<file path="src/hdl/flash_host_pkg.sv">
// shared constants and types for the parallel flash command host
package flash_host_pkg;
	localparam int CLK_MHZ = 200;
	localparam int ADDR_W = 19;
	localparam int DATA_W = 16;
	localparam int STEP_W = ADDR_W + DATA_W + 2;
	localparam int CNT_W = 5;
	localparam int STATUS_FIVE_BIT = 5;
	localparam int SYNC_STAGES = 2;

	// bus cycle timing in ns, rounded up to whole clocks
	localparam int T_SETUP_NS = 10;
	localparam int T_WE_LOW_NS = 35;
	localparam int T_HOLD_NS = 10;
	localparam int T_READ_NS = 120;
	localparam logic [CNT_W-1:0] SETUP_CYC = CNT_W'((T_SETUP_NS * CLK_MHZ + 999) / 1000);
	localparam logic [CNT_W-1:0] WE_CYC = CNT_W'((T_WE_LOW_NS * CLK_MHZ + 999) / 1000);
	localparam logic [CNT_W-1:0] HOLD_CYC = CNT_W'((T_HOLD_NS * CLK_MHZ + 999) / 1000);
	localparam logic [CNT_W-1:0] READ_CYC =
		CNT_W'((T_READ_NS * CLK_MHZ + 999) / 1000 + SYNC_STAGES);

	// command words, word-mode addresses
	localparam logic [ADDR_W-1:0] UNLOCK1_ADDR = 19'h00555;
	localparam logic [ADDR_W-1:0] UNLOCK2_ADDR = 19'h002AA;
	localparam logic [DATA_W-1:0] UNLOCK1_DATA = 16'h00AA;
	localparam logic [DATA_W-1:0] UNLOCK2_DATA = 16'h0055;
	localparam logic [DATA_W-1:0] CMD_RESET = 16'h00F0;
	localparam logic [DATA_W-1:0] CMD_AUTOSEL = 16'h0090;
	localparam logic [DATA_W-1:0] CMD_PROGRAM = 16'h00A0;
	localparam logic [DATA_W-1:0] CMD_ERASE_SETUP = 16'h0080;
	localparam logic [DATA_W-1:0] CMD_CHIP_ERASE = 16'h0010;
	localparam logic [DATA_W-1:0] CMD_SECT_ERASE = 16'h0030;
	localparam logic [DATA_W-1:0] CMD_UNPROT = 16'h0060;

	typedef enum logic [3:0] {
		OP_READ = 4'h0,
		OP_WRITE = 4'h1,
		OP_RESET = 4'h2,
		OP_AUTOSEL = 4'h3,
		OP_IDREAD = 4'h4,
		OP_PROGRAM = 4'h5,
		OP_CHIP_ERASE = 4'h6,
		OP_SECT_ERASE = 4'h7,
		OP_UNPROT = 4'h8
	} op_t;

	typedef enum logic [1:0] {
		M_IDLE = 2'h0,
		M_ISSUE = 2'h1,
		M_WAIT = 2'h2
	} main_state_t;

	typedef enum logic [2:0] {
		C_IDLE = 3'h0,
		C_SETUP = 3'h1,
		C_STROBE = 3'h2,
		C_HOLD = 3'h3,
		C_READ = 3'h4
	} cyc_state_t;
endpackage

</file>
<file path="src/hdl/flash_bus_cycle.sv">
// one asynchronous read or write cycle on the flash pins
`timescale 1ns/10ps
module flash_bus_cycle (
	input wire logic clk_in,
	input wire logic rst_n_in,
	input wire logic start_in,
	input wire logic write_in,
	input wire logic [flash_host_pkg::ADDR_W-1:0] addr_in,
	input wire logic [flash_host_pkg::DATA_W-1:0] wdata_in,
	input wire logic [flash_host_pkg::DATA_W-1:0] dq_in,
	output logic done_out,
	output logic [flash_host_pkg::DATA_W-1:0] rdata_out,
	output logic [flash_host_pkg::ADDR_W-1:0] addr_out,
	output logic [flash_host_pkg::DATA_W-1:0] dq_out,
	output logic dq_oe_n_out,
	output logic ce_n_out,
	output logic oe_n_out,
	output logic we_n_out
);
	import flash_host_pkg::*;

	cyc_state_t state_q;
	logic [CNT_W-1:0] cnt_q;
	logic [DATA_W-1:0] dq_s1_q, dq_s2_q;
	wire cnt_zero = (cnt_q == {CNT_W{1'b0}});

	always_ff @(posedge clk_in or negedge rst_n_in) begin
		if (!rst_n_in) begin
			dq_s1_q <= 16'h0000;
			dq_s2_q <= 16'h0000;
		end else begin
			dq_s1_q <= dq_in;
			dq_s2_q <= dq_s1_q;
		end
	end

	// we stays high through reset so no stray command is taken at power-up
	always_ff @(posedge clk_in or negedge rst_n_in) begin
		if (!rst_n_in) begin
			state_q <= C_IDLE;
			cnt_q <= 5'h00;
			ce_n_out <= 1'b1;
			oe_n_out <= 1'b1;
			we_n_out <= 1'b1;
			dq_oe_n_out <= 1'b1;
			addr_out <= 19'h00000;
			dq_out <= 16'h0000;
			rdata_out <= 16'h0000;
			done_out <= 1'b0;
		end else begin
			done_out <= 1'b0;
			cnt_q <= cnt_zero ? cnt_q : cnt_q - 5'h01;
			case (state_q)
				C_IDLE: if (start_in) begin
					addr_out <= addr_in;
					dq_out <= wdata_in;
					ce_n_out <= 1'b0;
					oe_n_out <= write_in;
					dq_oe_n_out <= !write_in;
					cnt_q <= (write_in ? SETUP_CYC : READ_CYC) - 5'h01;
					state_q <= write_in ? C_SETUP : C_READ;
				end
				C_SETUP: if (cnt_zero) begin
					we_n_out <= 1'b0;
					cnt_q <= WE_CYC - 5'h01;
					state_q <= C_STROBE;
				end
				C_STROBE: if (cnt_zero) begin
					we_n_out <= 1'b1;
					cnt_q <= HOLD_CYC - 5'h01;
					state_q <= C_HOLD;
				end
				C_HOLD: if (cnt_zero) begin
					ce_n_out <= 1'b1;
					dq_oe_n_out <= 1'b1;
					done_out <= 1'b1;
					state_q <= C_IDLE;
				end
				C_READ: if (cnt_zero) begin
					rdata_out <= dq_s2_q;
					ce_n_out <= 1'b1;
					oe_n_out <= 1'b1;
					done_out <= 1'b1;
					state_q <= C_IDLE;
				end
				default: state_q <= C_IDLE;
			endcase
		end
	end
endmodule

</file>
<file path="src/hdl/flash_command_protection_ctrl.sv">
// host controller issuing command sequences to a parallel nor flash
// Functional notes
// - host refuses sector unprotect unless all sectors are protected and temp unprotect is high
// - write needs select and strobe low, oe high
// - host writes reset before the next plain read after status five or autoselect
// - program and erase always start with unlocks
`timescale 1ns/10ps
module flash_command_protection_ctrl (
	input wire logic clk_in,
	input wire logic rst_n_in,
	input wire logic op_valid_in,
	input wire flash_host_pkg::op_t op_in,
	input wire logic [flash_host_pkg::ADDR_W-1:0] addr_in,
	input wire logic [flash_host_pkg::DATA_W-1:0] data_in,
	input wire logic all_protected_in,
	input wire logic temp_unprotect_in,
	input wire logic supply_ok_in,
	input wire logic ready_in,
	input wire logic [flash_host_pkg::DATA_W-1:0] flash_dq_in,
	output logic op_ready_out,
	output logic done_out,
	output logic refused_out,
	output logic [flash_host_pkg::DATA_W-1:0] rdata_out,
	output logic autoselect_out,
	output logic fail_out,
	output logic [flash_host_pkg::ADDR_W-1:0] flash_addr_out,
	output logic [flash_host_pkg::DATA_W-1:0] flash_dq_out,
	output logic flash_dq_oe_n_out,
	output logic flash_ce_n_out,
	output logic flash_oe_n_out,
	output logic flash_we_n_out,
	output logic flash_reset_n_out,
	output logic high_voltage_level_out
);
	import flash_host_pkg::*;

	main_state_t state_q, state_d;
	op_t op_q;
	logic [ADDR_W-1:0] addr_q;
	logic [DATA_W-1:0] data_q;
	logic [2:0] idx_q;
	logic autosel_q, fail_q;
	logic [1:0] pin_s1_q, pin_s2_q;
	logic cyc_done;
	logic [DATA_W-1:0] cyc_rdata;
	logic [STEP_W-1:0] cur;

	// board pins: bit 0 supply good, bit 1 ready/busy
	always_ff @(posedge clk_in or negedge rst_n_in) begin
		if (!rst_n_in) begin
			pin_s1_q <= 2'h0;
			pin_s2_q <= 2'h0;
		end else begin
			pin_s1_q <= {ready_in, supply_ok_in};
			pin_s2_q <= pin_s1_q;
		end
	end
	wire supply_ok = pin_s2_q[0];
	wire dev_ready = pin_s2_q[1];

	function automatic logic [STEP_W-1:0] wr(input logic [ADDR_W-1:0] a,
			input logic [DATA_W-1:0] d, input logic last);
		return {last, 1'b1, a, d};
	endfunction

	function automatic logic [STEP_W-1:0] rd(input logic [ADDR_W-1:0] a);
		return {1'b1, 1'b0, a, 16'h0000};
	endfunction

	// one bus cycle of a command sequence: {last, write, address, data}
	function automatic logic [STEP_W-1:0] step(input op_t op, input logic [2:0] i,
			input logic [ADDR_W-1:0] a, input logic [DATA_W-1:0] d);
		logic [STEP_W-1:0] u;
		logic [STEP_W-1:0] s;
		u = (i == 3'h0 || i == 3'h3) ? wr(UNLOCK1_ADDR, UNLOCK1_DATA, 1'b0) :
			wr(UNLOCK2_ADDR, UNLOCK2_DATA, 1'b0);
		s = rd(a);
		case (op)
			OP_READ: s = (i == 3'h0) ? wr(a, CMD_RESET, 1'b0) : rd(a);
			OP_WRITE: s = wr(a, d, 1'b1);
			OP_RESET: s = wr(a, CMD_RESET, 1'b1);
			OP_AUTOSEL: s = (i == 3'h2) ? wr(UNLOCK1_ADDR, CMD_AUTOSEL, 1'b1) : u;
			OP_IDREAD: s = rd(a);
			OP_PROGRAM: s = (i == 3'h2) ? wr(UNLOCK1_ADDR, CMD_PROGRAM, 1'b0) :
				(i == 3'h3) ? wr(a, d, 1'b1) : u;
			OP_CHIP_ERASE: s = (i == 3'h2) ? wr(UNLOCK1_ADDR, CMD_ERASE_SETUP, 1'b0) :
				(i == 3'h5) ? wr(UNLOCK1_ADDR, CMD_CHIP_ERASE, 1'b1) : u;
			OP_SECT_ERASE: s = (i == 3'h2) ? wr(UNLOCK1_ADDR, CMD_ERASE_SETUP, 1'b0) :
				(i == 3'h5) ? wr(a, CMD_SECT_ERASE, 1'b1) : u;
			OP_UNPROT: s = wr(a, CMD_UNPROT, 1'b1);
			default: s = rd(a);
		endcase
		return s;
	endfunction

	assign cur = step(op_q, idx_q, addr_q, data_q);
	wire cyc_last = cur[STEP_W-1];
	wire cyc_write = cur[STEP_W-2];
	wire [ADDR_W-1:0] cyc_addr = cur[DATA_W +: ADDR_W];
	wire [DATA_W-1:0] cyc_data = cur[DATA_W-1:0];
	wire cyc_start = (state_q == M_ISSUE);

	// a read after autoselect or a failure first writes the reset command
	wire needs_reset = autosel_q | fail_q;
	wire read_only = (op_in == OP_IDREAD) || (op_in == OP_READ && !needs_reset);
	wire accept = op_valid_in && op_ready_out;
	wire refuse_now = (!read_only && !supply_ok) ||
		(op_in == OP_IDREAD && !autosel_q) ||
		(op_in == OP_UNPROT && !(all_protected_in && temp_unprotect_in));
	wire take = accept && !refuse_now;
	wire cyc_end = (state_q == M_WAIT) && cyc_done;
	wire clear_flags = cyc_end && cyc_write && (cyc_data == CMD_RESET);
	wire set_fail = cyc_end && !cyc_write && (op_q == OP_READ) && !dev_ready &&
		cyc_rdata[STATUS_FIVE_BIT];

	always_comb begin
		state_d = state_q;
		case (state_q)
			M_IDLE: state_d = take ? M_ISSUE : M_IDLE;
			M_ISSUE: state_d = M_WAIT;
			M_WAIT: if (cyc_done) begin
				state_d = cyc_last ? M_IDLE : M_ISSUE;
			end
			default: state_d = M_IDLE;
		endcase
	end

	always_ff @(posedge clk_in or negedge rst_n_in) begin
		if (!rst_n_in) begin
			state_q <= M_IDLE;
			op_q <= OP_READ;
			addr_q <= 19'h00000;
			data_q <= 16'h0000;
			idx_q <= 3'h0;
		end else begin
			state_q <= state_d;
			if (take) begin
				op_q <= op_in;
				addr_q <= addr_in;
				data_q <= data_in;
				idx_q <= (op_in == OP_READ && !needs_reset) ? 3'h1 : 3'h0;
			end else if (cyc_end && !cyc_last) begin
				idx_q <= idx_q + 3'h1;
			end
		end
	end

	// flag set lands after the clear so a same-cycle set is kept
	always_ff @(posedge clk_in or negedge rst_n_in) begin
		if (!rst_n_in) begin
			autosel_q <= 1'b0;
			fail_q <= 1'b0;
		end else begin
			if (clear_flags) begin
				autosel_q <= 1'b0;
				fail_q <= 1'b0;
			end
			if (cyc_end && cyc_last && op_q == OP_AUTOSEL) begin
				autosel_q <= 1'b1;
			end
			if (set_fail) begin
				fail_q <= 1'b1;
			end
		end
	end

	// flash held in hardware reset until our own reset is released
	always_ff @(posedge clk_in or negedge rst_n_in) begin
		if (!rst_n_in) begin
			op_ready_out <= 1'b1;
			done_out <= 1'b0;
			refused_out <= 1'b0;
			rdata_out <= 16'h0000;
			flash_reset_n_out <= 1'b0;
			high_voltage_level_out <= 1'b0;
		end else begin
			op_ready_out <= (state_d == M_IDLE);
			done_out <= cyc_end && cyc_last;
			refused_out <= accept && refuse_now;
			if (cyc_end && !cyc_write) begin
				rdata_out <= (op_q == OP_IDREAD) ? {8'h00, cyc_rdata[7:0]} : cyc_rdata;
			end
			flash_reset_n_out <= 1'b1;
			high_voltage_level_out <= temp_unprotect_in;
		end
	end
	assign autoselect_out = autosel_q;
	assign fail_out = fail_q;

	flash_bus_cycle u_cycle (
		.clk_in(clk_in),
		.rst_n_in(rst_n_in),
		.start_in(cyc_start),
		.write_in(cyc_write),
		.addr_in(cyc_addr),
		.wdata_in(cyc_data),
		.dq_in(flash_dq_in),
		.done_out(cyc_done),
		.rdata_out(cyc_rdata),
		.addr_out(flash_addr_out),
		.dq_out(flash_dq_out),
		.dq_oe_n_out(flash_dq_oe_n_out),
		.ce_n_out(flash_ce_n_out),
		.oe_n_out(flash_oe_n_out),
		.we_n_out(flash_we_n_out)
	);
endmodule

</file>
<file path="config.mk">
export PLATFORM = sky130hd
export DESIGN_NAME = flash_command_protection_ctrl
export DESIGN_NICKNAME = d
export VERILOG_FILES = /design/src/hdl/flash_host_pkg.sv /design/src/hdl/flash_bus_cycle.sv /design/src/hdl/flash_command_protection_ctrl.sv
export SDC_FILE = /design/constraint.sdc
export NUM_CORES = 1
export LEC_CHECK = 0
export BUFFER_PORTS_ARGS = -buffer_cell sky130_fd_sc_hd__buf_2
export CAP_MARGIN = 20
export CORE_MARGIN = 2
export CORE_UTILIZATION = 60
export DETAILED_ROUTE_END_ITERATION = 10
export GPL_ROUTABILITY_DRIVEN = 0
export PLACE_DENSITY = 0.85
export SYNTH_ARGS = -nofsm -noshare
export SYNTH_HDL_FRONTEND = slang
export SYNTH_SLANG_ARGS = --single-unit
</file>
<file path="constraint.sdc">
create_clock -name clk_in -period 4.5 [get_ports clk_in]
set_input_delay 0 -clock clk_in [delete_from_list [all_inputs] [get_ports clk_in]]
set_output_delay 0 -clock clk_in [all_outputs]
set_load 0.01 [all_outputs]
</file>
==> flow_metrics.tcl, run 1 <==
set metrics [dict create \
    status "complete, no violations" \
    synthFlopType "dfrtp_1" \
    rows 39 \
    synth.yosys.warnings 0 \
    vias 5438 \
    hold_class "input port to flip-flop" \
    cts_setup_buffers 0 \
    fin_setup_tns_ns 0 \
    worst-path-max-fanout 15 \
    grt_pass1_wl_mm 29.0 \
    io_buffers 123 \
    leakage_nw 4.16 \
    antenna-diode-count 0 \
    synth-seq-cells 167 \
    drv_slew 0 \
    antenna_left 0 \
    cp-end-kind "flip-flop" \
    dpl.hpwl_mm 10.5 \
    ys_seq_area_share_pct 60.8 \
    antenna_found_initial 0 \
    synth-edff-count 0 \
    whs_path_depth 2 \
    root_buffer "clkbuf_16" \
    synthAdderAreaFrac_pct 1.45 \
    wl_per_cell_um 19.4 \
    path_class "flip-flop to flip-flop" \
    dieArea_um2 12400 \
    first_iter_violations 469 \
    io_pins 124 \
    synth_area_um2 6890 \
    syn_inst 574 \
    drc 0 \
    min_period_over_period_pct 70.5 \
    finalClockSkew_ns 0.0123 \
    initial_core_util_pct 60.8 \
    grt_max_degree 112 \
    nFillCells 659 \
    synth_cell_types 65 \
    cts_tree "built" \
    synth-compound-area-share_pct 13.0 \
    cts_resized 0 \
    setup_viol 0 \
    synth_top_family_by_area "compound AO/OA/AOI/OAI gates" \
    die_x_um 111 \
    p_total_w 0.00523 \
    finalHoldViolations 0 \
    synth-simple-area-share_pct 10.6 \
    async_reset_ff_share_pct 100 \
    cts.clk_slew.worst_paths_ns 0.07 \
    drive_gt1_share_pct 26.9 \
    syn_avg_cell_area_um2 12.0 \
    period_needed_ns 3.17 \
    worst_pin_slew_ns 0.982 \
    fmax_mhz 315 \
    clk_latency_ns 0.43 \
    critPathArrivalTime_ns 3.48 \
    grt_overflow 0 \
    synth_mux_area_share_pct 10.6 \
    ir_worst_vdd_mv 0.327 \
    grt_usage_pct 30.0 \
    coreArea_um2 11300 \
    drt-total-wl_mm 17.6 \
    regArea_um2 4190 \
    multiInputGateArea_um2 2500 \
    viasPerCell 5.98 \
    slew_headroom_pct 34.5 \
    yosysTopAreaCellShare_pct 58.9 \
    htreeDepth 4 \
    yosysTopAreaCell "dfrtp_1" \
    maxCapViolCount 0 \
    ctsHoldBuffers 61 \
    cp.required_ns 4.81 \
    grt_pass1_vias 5695 \
    ctsLongestPathBuffers 2 \
    numCtsBuffers 17 \
    ys_top_cells_by_area "dfrtp_1 59%, mux2_1 5.2%, mux2_2 4.9%" \
    nNetsFinal 824 \
    p_per_area_nw_per_um2 592 \
    die_y_um 111 \
    reg2regPathDepth 8 \
    syn_to_final_growth_pct 28.4 \
    critPathLaunchType "flip-flop" \
    synth_fp_nets 644 \
    clkSinkCount 167 \
    rsz0062_at_grt "false" \
    drtPass1Iterations 5 \
    synth-xor-area-share_pct 0.509 \
]
[critical path: stages (launching register included)]
cell	delay, ns
dfrtp_1	0.50
inv_1	0.16
ha_1	0.51
nor2b_1	0.09
o21ai_1	0.41
nor2b_1	0.46
a211oi_1	0.18
or4_4	0.52
a32o_1	0.22
[metal layers]
| metal | track usage, % | vias to the layer above | routed length, um |
|---|---|---|---|
| li1 | - | 2405 | - |
| met1 | 37.1 | 2695 | 6840 |
| met2 | 50.3 | 272 | 8940 |
| met3 | 7.49 | 66 | 1190 |
| met4 | 13.7 | 0 | 654 |
| met5 | 0 | - | 0 |
[cell usage after synthesis (all sizes together) (10+ instances only)]
| cell type | number |
|---|---|
| dfrtp | 162 |
| mux2 | 62 |
| nand2 | 43 |
| nor2 | 40 |
| o21ai | 37 |
| a21oi | 28 |
| inv | 19 |
| nand3 | 16 |
| a22o | 15 |
| buf | 15 |
| clkbuf | 13 |
| nor2b | 10 |
| nor3 | 10 |
[final timing paths]
kind | slack [ns] | from | to
setup / recovery | 1.33 | idx_q[2]$_DFFE_PN0P_ | fail_out$_DFFE_PN0P_
min in group asynchronous | 0.26 | rst_n_in | u_cycle.addr_out[6]$_DFFE_PN0P_
max in group asynchronous | 2.97 | rst_n_in | u_cycle.dq_s1_q[2]$_DFF_PN0_
setup reg to reg | 1.33 | idx_q[2]$_DFFE_PN0P_ | fail_out$_DFFE_PN0P_
hold reg to reg | 0.35 | pin_s1_q[0]$_DFF_PN0_ | pin_s2_q[0]$_DFF_PN0_
hold / removal | 0.21 | flash_dq_in[7] | u_cycle.dq_s1_q[7]$_DFF_PN0_
[registers in the layout, summed over array words and instances (netlist names), 5 cells and up]
name               flops
u_cycle.dq_out        16
data_q                16
u_cycle.cnt_q          5
u_cycle.rdata_out     16
u_cycle.dq_s1_q       16
u_cycle.addr_out      19
addr_q                19
rdata_out             16
u_cycle.dq_s2_q       16
[cell type report]
cell class | instances | share of cell area, %
Multi-Input combinational cell | 360 | 28.3
Sequential cell | 167 | 47.3
Clock inverter | 14 | 2.09
Tap cell | 143 | 2.02
Inverter | 19 | 0.807
Clock buffer | 18 | 4.85
Timing Repair Buffer | 189 | 14.6
[power by group]
group	internal (W)	leakage, nW	switching [W]
Sequential	0.00188	2.09	0.000376
Clock	0.000891	0.297	0.000637
Combinational	0.000646	1.77	0.000804
Total	0.00341	4.16	0.00182
[stage by stage]
stage / instance area [um2] / setup WS (ns) / util, % / instances / hold WS (ns)
2_1_floorplan: 6890 / 2.08 / - / 574 / -0.296
3_3_place_gp: 7580 / 1.66 / 67.0 / 815 / 0.108
3_5_place_dp: 7600 / 1.52 / 67.1 / 816 / 0.110
4_1_cts: 8820 / 1.45 / 77.9 / 909 / 0.202
5_1_grt: 8840 / 1.23 / 78.1 / 910 / 0.207
6_report: 8840 / 1.33 / 78.1 / 910 / 0.210
[cell families after synthesis]
family / Yosys count
mux: 65
fa+ha+maj: 8
xor+xnor: 4
compound gates: 132
simple gates: 150
other cells: 1
flops: 167
buf+inv: 47
[cells in the final DEF, fill, tap and decap left out, types with 4 or more instances in the layout]
cell | synthesis | layout
xnor2_1 | 4 | 4
a221o_1 | 5 | 5
o21ai_0 | 34 | 34
a22o_1 | 15 | 15
dfstp_2 | 5 | 5
mux2_2 | 30 | 30
ha_1 | 8 | 8
dlygate4sd3_1 | 0 | 61
o211ai_1 | 4 | 4
nand2_1 | 42 | 42
clkbuf_16 | 0 | 17
a21oi_1 | 28 | 27
mux2_1 | 32 | 32
nand2b_1 | 9 | 9
o22ai_1 | 7 | 7
nor2_1 | 40 | 40
nor3_1 | 10 | 10
nor2b_1 | 10 | 10
a31oi_1 | 4 | 4
dfrtp_1 | 162 | 162
nand3_1 | 16 | 16
inv_6 | 0 | 6
inv_1 | 19 | 19
buf_2 | 11 | 122
(Power assumes the default switching activity.)
==> run 2: changes to the inputs <==
--- a/config.mk
+++ b/config.mk
@@ -8,10 +8,10 @@
 export BUFFER_PORTS_ARGS = -buffer_cell sky130_fd_sc_hd__buf_2
 export CAP_MARGIN = 20
 export CORE_MARGIN = 2
-export CORE_UTILIZATION = 60
+export CORE_UTILIZATION = 50
 export DETAILED_ROUTE_END_ITERATION = 10
 export GPL_ROUTABILITY_DRIVEN = 0
-export PLACE_DENSITY = 0.85
+export PLACE_DENSITY = 0.76
 export SYNTH_ARGS = -nofsm -noshare
 export SYNTH_HDL_FRONTEND = slang
 export SYNTH_SLANG_ARGS = --single-unit
==> constraint.sdc (replaced) <==
create_clock -name clk_in -period 2.6 [get_ports clk_in]
set_input_delay 0 -clock clk_in [delete_from_list [all_inputs] [get_ports clk_in]]
set_output_delay 0 -clock clk_in [all_outputs]
set_load 0.01 [all_outputs]
==> run 2 against run 1 <==
Clock skew shrank 0.0047 ns. Via count shrank 3.1%. Critical path type unchanged. Largest cell class unchanged. Routed wire length shrank 3.8%.
==> flow_metrics.tcl, run 2 (synthesis results as in run 1) <==
set metrics [dict create \
    status "complete, no violations" \
    drive_gt1_share_pct 28.8 \
    finalClockSkew_ns 0.00763 \
    finalHoldViolations 0 \
    coreArea_um2 13300 \
    grt_usage_pct 24.5 \
    critPathArrivalTime_ns 2.81 \
    top_usage_layer "met2" \
    min_from "flash_dq_in[15]" \
    whs_path_depth 2 \
    cts_tree "built" \
    largestRegisters "addr_q (19), u_cycle.addr_out (19)" \
    combPwrFrac_pct 30.4 \
    ir_worst_vdd_mv 0.592 \
    finalNonFillerCells 957 \
    die_x_um 121 \
    worst-path-max-fanout 7 \
    reg2regPathDepth 8 \
    viasPerCell 5.51 \
    cts_setup_buffers 0 \
    hold_end "u_cycle.dq_s1_q[15]$_DFF_PN0_" \
    final_common_cell "dfrtp_1" \
    rows 42 \
    drt-total-wl_mm 16.9 \
    critPathLaunchType "flip-flop" \
    reg2reg_slack_ns 0.11 \
    worst_pin_slew_ns 0.801 \
    nFillCells 976 \
    antenna-diode-count 0 \
    reg2reg_from "idx_q[0]$_DFFE_PN0P_" \
    setup_viol 0 \
    vias 5271 \
    grt_use_met2_pct 41.3 \
    min_period_over_period_pct 95.8 \
    rsz0062_at_grt "false" \
    met3_usage_pct 7.42 \
    die_y_um 121 \
    io_pins 124 \
    cp_slowest_cell "or4_4" \
    ctsLongestPathBuffers 2 \
    first_iter_violations 422 \
    drtPass1Iterations 4 \
    antenna_found_initial 0 \
    period_needed_ns 2.49 \
    grt_max_degree 89 \
    dpl.hpwl_mm 10.9 \
    cp-end-kind "flip-flop" \
    hold_class "input port to flip-flop" \
    maxCapViolCount 0 \
    crit_chain "inv_1 > ha_1 > nor2b_1 > o31a_1 > a31o_1 > a211oi_2 > or4_4 > a32o_1" \
    drc 0 \
    p_sw_w 0.00313 \
    crit-reg2reg-capture "fail_out$_DFFE_PN0P_" \
    grt_pass1_vias 5618 \
    htreeDepth 4 \
    grt_pass1_wl_mm 27.8 \
    clk_latency_ns 0.43 \
    cp.required_ns 2.92 \
    clockPowerShare_pct 27.6 \
    globalRouteMet1Util_pct 29.2 \
    cts.clk_slew.worst_paths_ns 0.07 \
    wl_per_cell_um 17.7 \
    io_buffers 123 \
    grt_overflow 0 \
    syn_to_final_growth_pct 30.7 \
    mostFrequentLayoutCells "162 x dfrtp_1, 122 x buf_2, 61 x dlygate4sd3_1, 42 x nand2_1, 40 x nor2_1" \
    dieArea_um2 14700 \
    antenna_left 0 \
    fmax_mhz 402 \
    path_class "flip-flop to flip-flop" \
    slew_headroom_pct 46.6 \
    seq_power_share_pct 42.0 \
    dpl.cell_count 864 \
    fin_setup_tns_ns 0 \
    clkSinkCount 167 \
    leakage_nw 4.23 \
    internal_power_w 0.00576 \
    worst_path_largest_cell_delay_ns 0.57 \
    p_sw_share_pct 35.3 \
    drv_slew 0 \
    numCtsBuffers 17 \
    p_per_area_nw_per_um2 988 \
    initial_core_util_pct 51.6 \
    root_buffer "clkbuf_16" \
    nNetsFinal 838 \
]
run 2: cell count changes in the layout (fill, tap and decap cells not counted), sizes merged:
cell,delta
buf,+14
bufinv,-3
clkinv,+2
inv,+1
run 2: layout make-up:
cell class	count	area (um2)	share of cell area, %
clock buffer	18	439	4.88
clock inverter	14	150	1.67
sequential	167	4190	46.5
inverter	19	71.3	0.792
multi-input combinational	360	2520	28.0
tap	176	220	2.45
timing repair buffer	203	1410	15.7
run 2: stage by stage:
| step | instance area [um2] | power, W | setup WS (ns) | hold slack [ns] | util, % |
|---|---|---|---|---|---|
| 6_report | 9000 | 0.00889 | 0.110 | 0.206 | 67.4 |
| 5_1_grt | 9000 | 0.00942 | 0.0379 | 0.195 | 67.4 |
| 4_1_cts | 8980 | 0.00884 | 0.0390 | 0.188 | 67.3 |
| 3_5_place_dp | 7780 | 0.00630 | 0.0512 | 0.109 | 58.3 |
| 2_1_floorplan | 6890 | 0.00543 | 0.183 | -0.296 | - |
| 3_3_place_gp | 7780 | 0.00616 | 0.187 | 0.108 | 58.3 |
run 2: power groups by stage:
stage | Sequential, W | Clock, W | Combinational (W)
after floorplan | 0.00369 | 0 | 0.00174
after global placement | 0.00371 | 0 | 0.00245
after detailed placement | 0.00376 | 0 | 0.00254
after CTS | 0.00371 | 0.00249 | 0.00265
after global routing | 0.00381 | 0.00263 | 0.00298
final | 0.00373 | 0.00246 | 0.00271
run 2: layer usage:
layer	part of all wire, %	up-vias	wire (um)
met4	2.5	0	424
met3	6.8	38	1160
met1	40	2604	6760
met5	0	-	0
met2	51	199	8600
li1	-	2430	-
run 2: critical path, delay by kind of cell, from the launching register on:
kind                       cells  cell delay, ns
and+or+nand+nor                2            0.87
AOI/OAI and AO/OA              4            0.70
DFF                            1            0.40
adders and majority gates      1            0.28
buffers and inverters          1            0.13
run 2: what timing repair did:
item                                   CTS  global route
resized for setup                        0             5
endpoints found under the hold margin  142             0
setup endpoints to repair                0            10
hold buffers                            61             0
run 2: how the worst max path moves through the flow:
stage                               startpoint                    to  cells after the start
after global routing      idx_q[0]$_DFFE_PN0P_  fail_out$_DFFE_PN0P_                      8
final                     idx_q[0]$_DFFE_PN0P_  fail_out$_DFFE_PN0P_                      8
after global placement    idx_q[0]$_DFFE_PN0P_  fail_out$_DFFE_PN0P_                      8
after CTS                 idx_q[1]$_DFFE_PN0P_  fail_out$_DFFE_PN0P_                      8
after detailed placement  idx_q[1]$_DFFE_PN0P_  fail_out$_DFFE_PN0P_                      8
after floorplan           idx_q[2]$_DFFE_PN0P_  fail_out$_DFFE_PN0P_                      9
==> run 3: changes to the inputs <==
--- a/config.mk
+++ b/config.mk
@@ -7,11 +7,12 @@
 export LEC_CHECK = 0
 export BUFFER_PORTS_ARGS = -buffer_cell sky130_fd_sc_hd__buf_2
 export CAP_MARGIN = 20
-export CORE_MARGIN = 2
+export CORE_MARGIN = 5
 export CORE_UTILIZATION = 50
 export DETAILED_ROUTE_END_ITERATION = 10
 export GPL_ROUTABILITY_DRIVEN = 0
 export PLACE_DENSITY = 0.76
+export SLEW_MARGIN = 10
 export SYNTH_ARGS = -nofsm -noshare
 export SYNTH_HDL_FRONTEND = slang
 export SYNTH_SLANG_ARGS = --single-unit
==> run 3 against run 2 <==
Sequential power about the same. Clock skew down 0.0016 ns. Critical path type unchanged. Clock power barely moved. Maximum frequency increased by 1.3%. Critical endpoint unchanged. Sequential cell count did not move. Register-to-register slack improved by 0.03 ns. Via count is 0.55% higher. Die area rose by 10%. First-iteration DRC count down 18%. Final area shrank 0.36%. Worst setup slack improved by 0.031 ns. Utilization down 0.51 points.
==> flow_metrics.tcl, run 3 (synthesis results as in run 1) <==
set metrics [dict create \
    numCtsBuffers 17 \
    min_period_over_period_pct 94.6 \
    antenna_found_initial 0 \
    setup_viol 0 \
    p_per_area_nw_per_um2 981 \
    grt_usage_pct 21.6 \
    die_y_um 127 \
    rows 42 \
    setup_ws_ns 0.141 \
    period_needed_ns 2.46 \
    die_x_um 127 \
    post-place-ws_ns 0.138 \
    cts_setup_buffers 0 \
    finalHoldViolations 0 \
    whs_ns 0.109 \
    reg2reg_slack_ns 0.14 \
    nNetsFinal 839 \
    initial_core_util_pct 51.4 \
    grt_overflow 0 \
    largestRegisters "addr_q (19), u_cycle.addr_out (19)" \
    critPathLaunchType "flip-flop" \
    dpl.hpwl_mm 11.3 \
    grt_pass1_vias 5510 \
    viasPerCell 5.53 \
    syn_to_final_growth_pct 30.2 \
    root_buffer "clkbuf_16" \
    cp-end-kind "flip-flop" \
    antenna-diode-count 0 \
    final_common_cell "dfrtp_1" \
    grt_max_degree 74 \
    cts.clk_slew.worst_paths_ns 0.07 \
    ir_worst_vdd_mv 0.514 \
    worst-path-max-fanout 7 \
    maxCapViolCount 0 \
    mostFrequentLayoutCells "162 x dfrtp_1, 122 x buf_2, 61 x dlygate4sd3_1, 42 x nand2_1, 40 x nor2_1" \
    worst_pin_slew_ns 0.558 \
    io_buffers 123 \
    first_iter_violations 344 \
    critPathArrivalTime_ns 2.77 \
    dieArea_um2 16200 \
    drtPass1Iterations 5 \
    path_class "flip-flop to flip-flop" \
    ctsLongestPathBuffers 2 \
    top_usage_layer "met2" \
    drive_gt1_share_pct 28.5 \
    antenna_left 0 \
    nFillCells 968 \
    rsz0062_at_grt "false" \
    wl_per_cell_um 17.5 \
    finalClockSkew_ns 0.00606 \
    leakage_nw 4.22 \
    drc 0 \
    drt-total-wl_mm 16.7 \
    reg2regPathDepth 8 \
    startpoint "idx_q[0]$_DFFE_PN0P_" \
    cts_tree "built" \
    reg2reg_from "idx_q[0]$_DFFE_PN0P_" \
    vias 5300 \
    fmax_mhz 407 \
    htreeDepth 4 \
    clk_latency_ns 0.42 \
    hold_class "input port to async pin" \
    slew_headroom_pct 62.8 \
    p_total_w 0.00880 \
    io_pins 124 \
    coreArea_um2 13400 \
    clkSinkCount 167 \
    status "complete, no violations" \
    fin_setup_tns_ns 0 \
    drv_slew 0 \
    grt_pass1_wl_mm 27.6 \
    cp.required_ns 2.91 \
    grt_use_met2_pct 35.9 \
    globalRouteMet1Util_pct 26.1 \
    crit-reg2reg-capture "fail_out$_DFFE_PN0P_" \
    met3_usage_pct 6.26 \
]
run 3: worst max-delay path by stage:
stage	end	cells after the start
floorplan	fail_out$_DFFE_PN0P_	9
global placement	fail_out$_DFFE_PN0P_	8
detailed placement	fail_out$_DFFE_PN0P_	8
CTS	fail_out$_DFFE_PN0P_	8
global route	fail_out$_DFFE_PN0P_	8
finish	fail_out$_DFFE_PN0P_	8
run 3: critical path, cell delays in order, from the launching register on:
cell	delay, ns
dfrtp_1	0.40
inv_1	0.13
ha_1	0.30
nor2b_1	0.32
o31a_1	0.22
a31o_1	0.14
a211oi_2	0.05
or4_4	0.56
a32o_1	0.22
run 3: metrics by stage:
stage | std cells | utilization, % | cell area, um2
after detailed placement | 865 | 58.0 | 7770
final | 958 | 66.9 | 8970
after floorplan | 574 | - | 6890
after global routing | 958 | 66.9 | 8970
after CTS | 958 | 66.9 | 8960
after global placement | 865 | 58.0 | 7770
run 3: metal layers:
| layer | vias up | wire length, um |
|---|---|---|
| met2 | 188 | 8360 |
| li1 | 2441 | - |
| met3 | 42 | 1080 |
| met1 | 2629 | 6740 |
| met4 | 0 | 540 |
| met5 | - | 0 |
run 3: cell type report:
| class | instances | area (um2) | area share, % |
|---|---|---|---|
| inverters | 19 | 71.3 | 0.795 |
| well taps | 176 | 220 | 2.46 |
| multi-input cells | 360 | 2500 | 27.9 |
| flip-flops and latches | 167 | 4190 | 46.7 |
| clock inverters | 14 | 139 | 1.55 |
| repair buffers | 204 | 1410 | 15.7 |
| clock buffers | 18 | 439 | 4.90 |
run 3: power breakdown:
part | total [W] | switching, W | internal (W)
registers | 0.00370 | 0.000452 | 0.00325
clock network | 0.00243 | 0.00106 | 0.00137
logic | 0.00267 | 0.00147 | 0.00120
run 3: repair_timing:
action	4_1_cts	5_1_grt
endpoints found under the hold margin	120	0
endpoints found under the setup margin	0	1
resized for setup	0	1
hold buffers	61	0
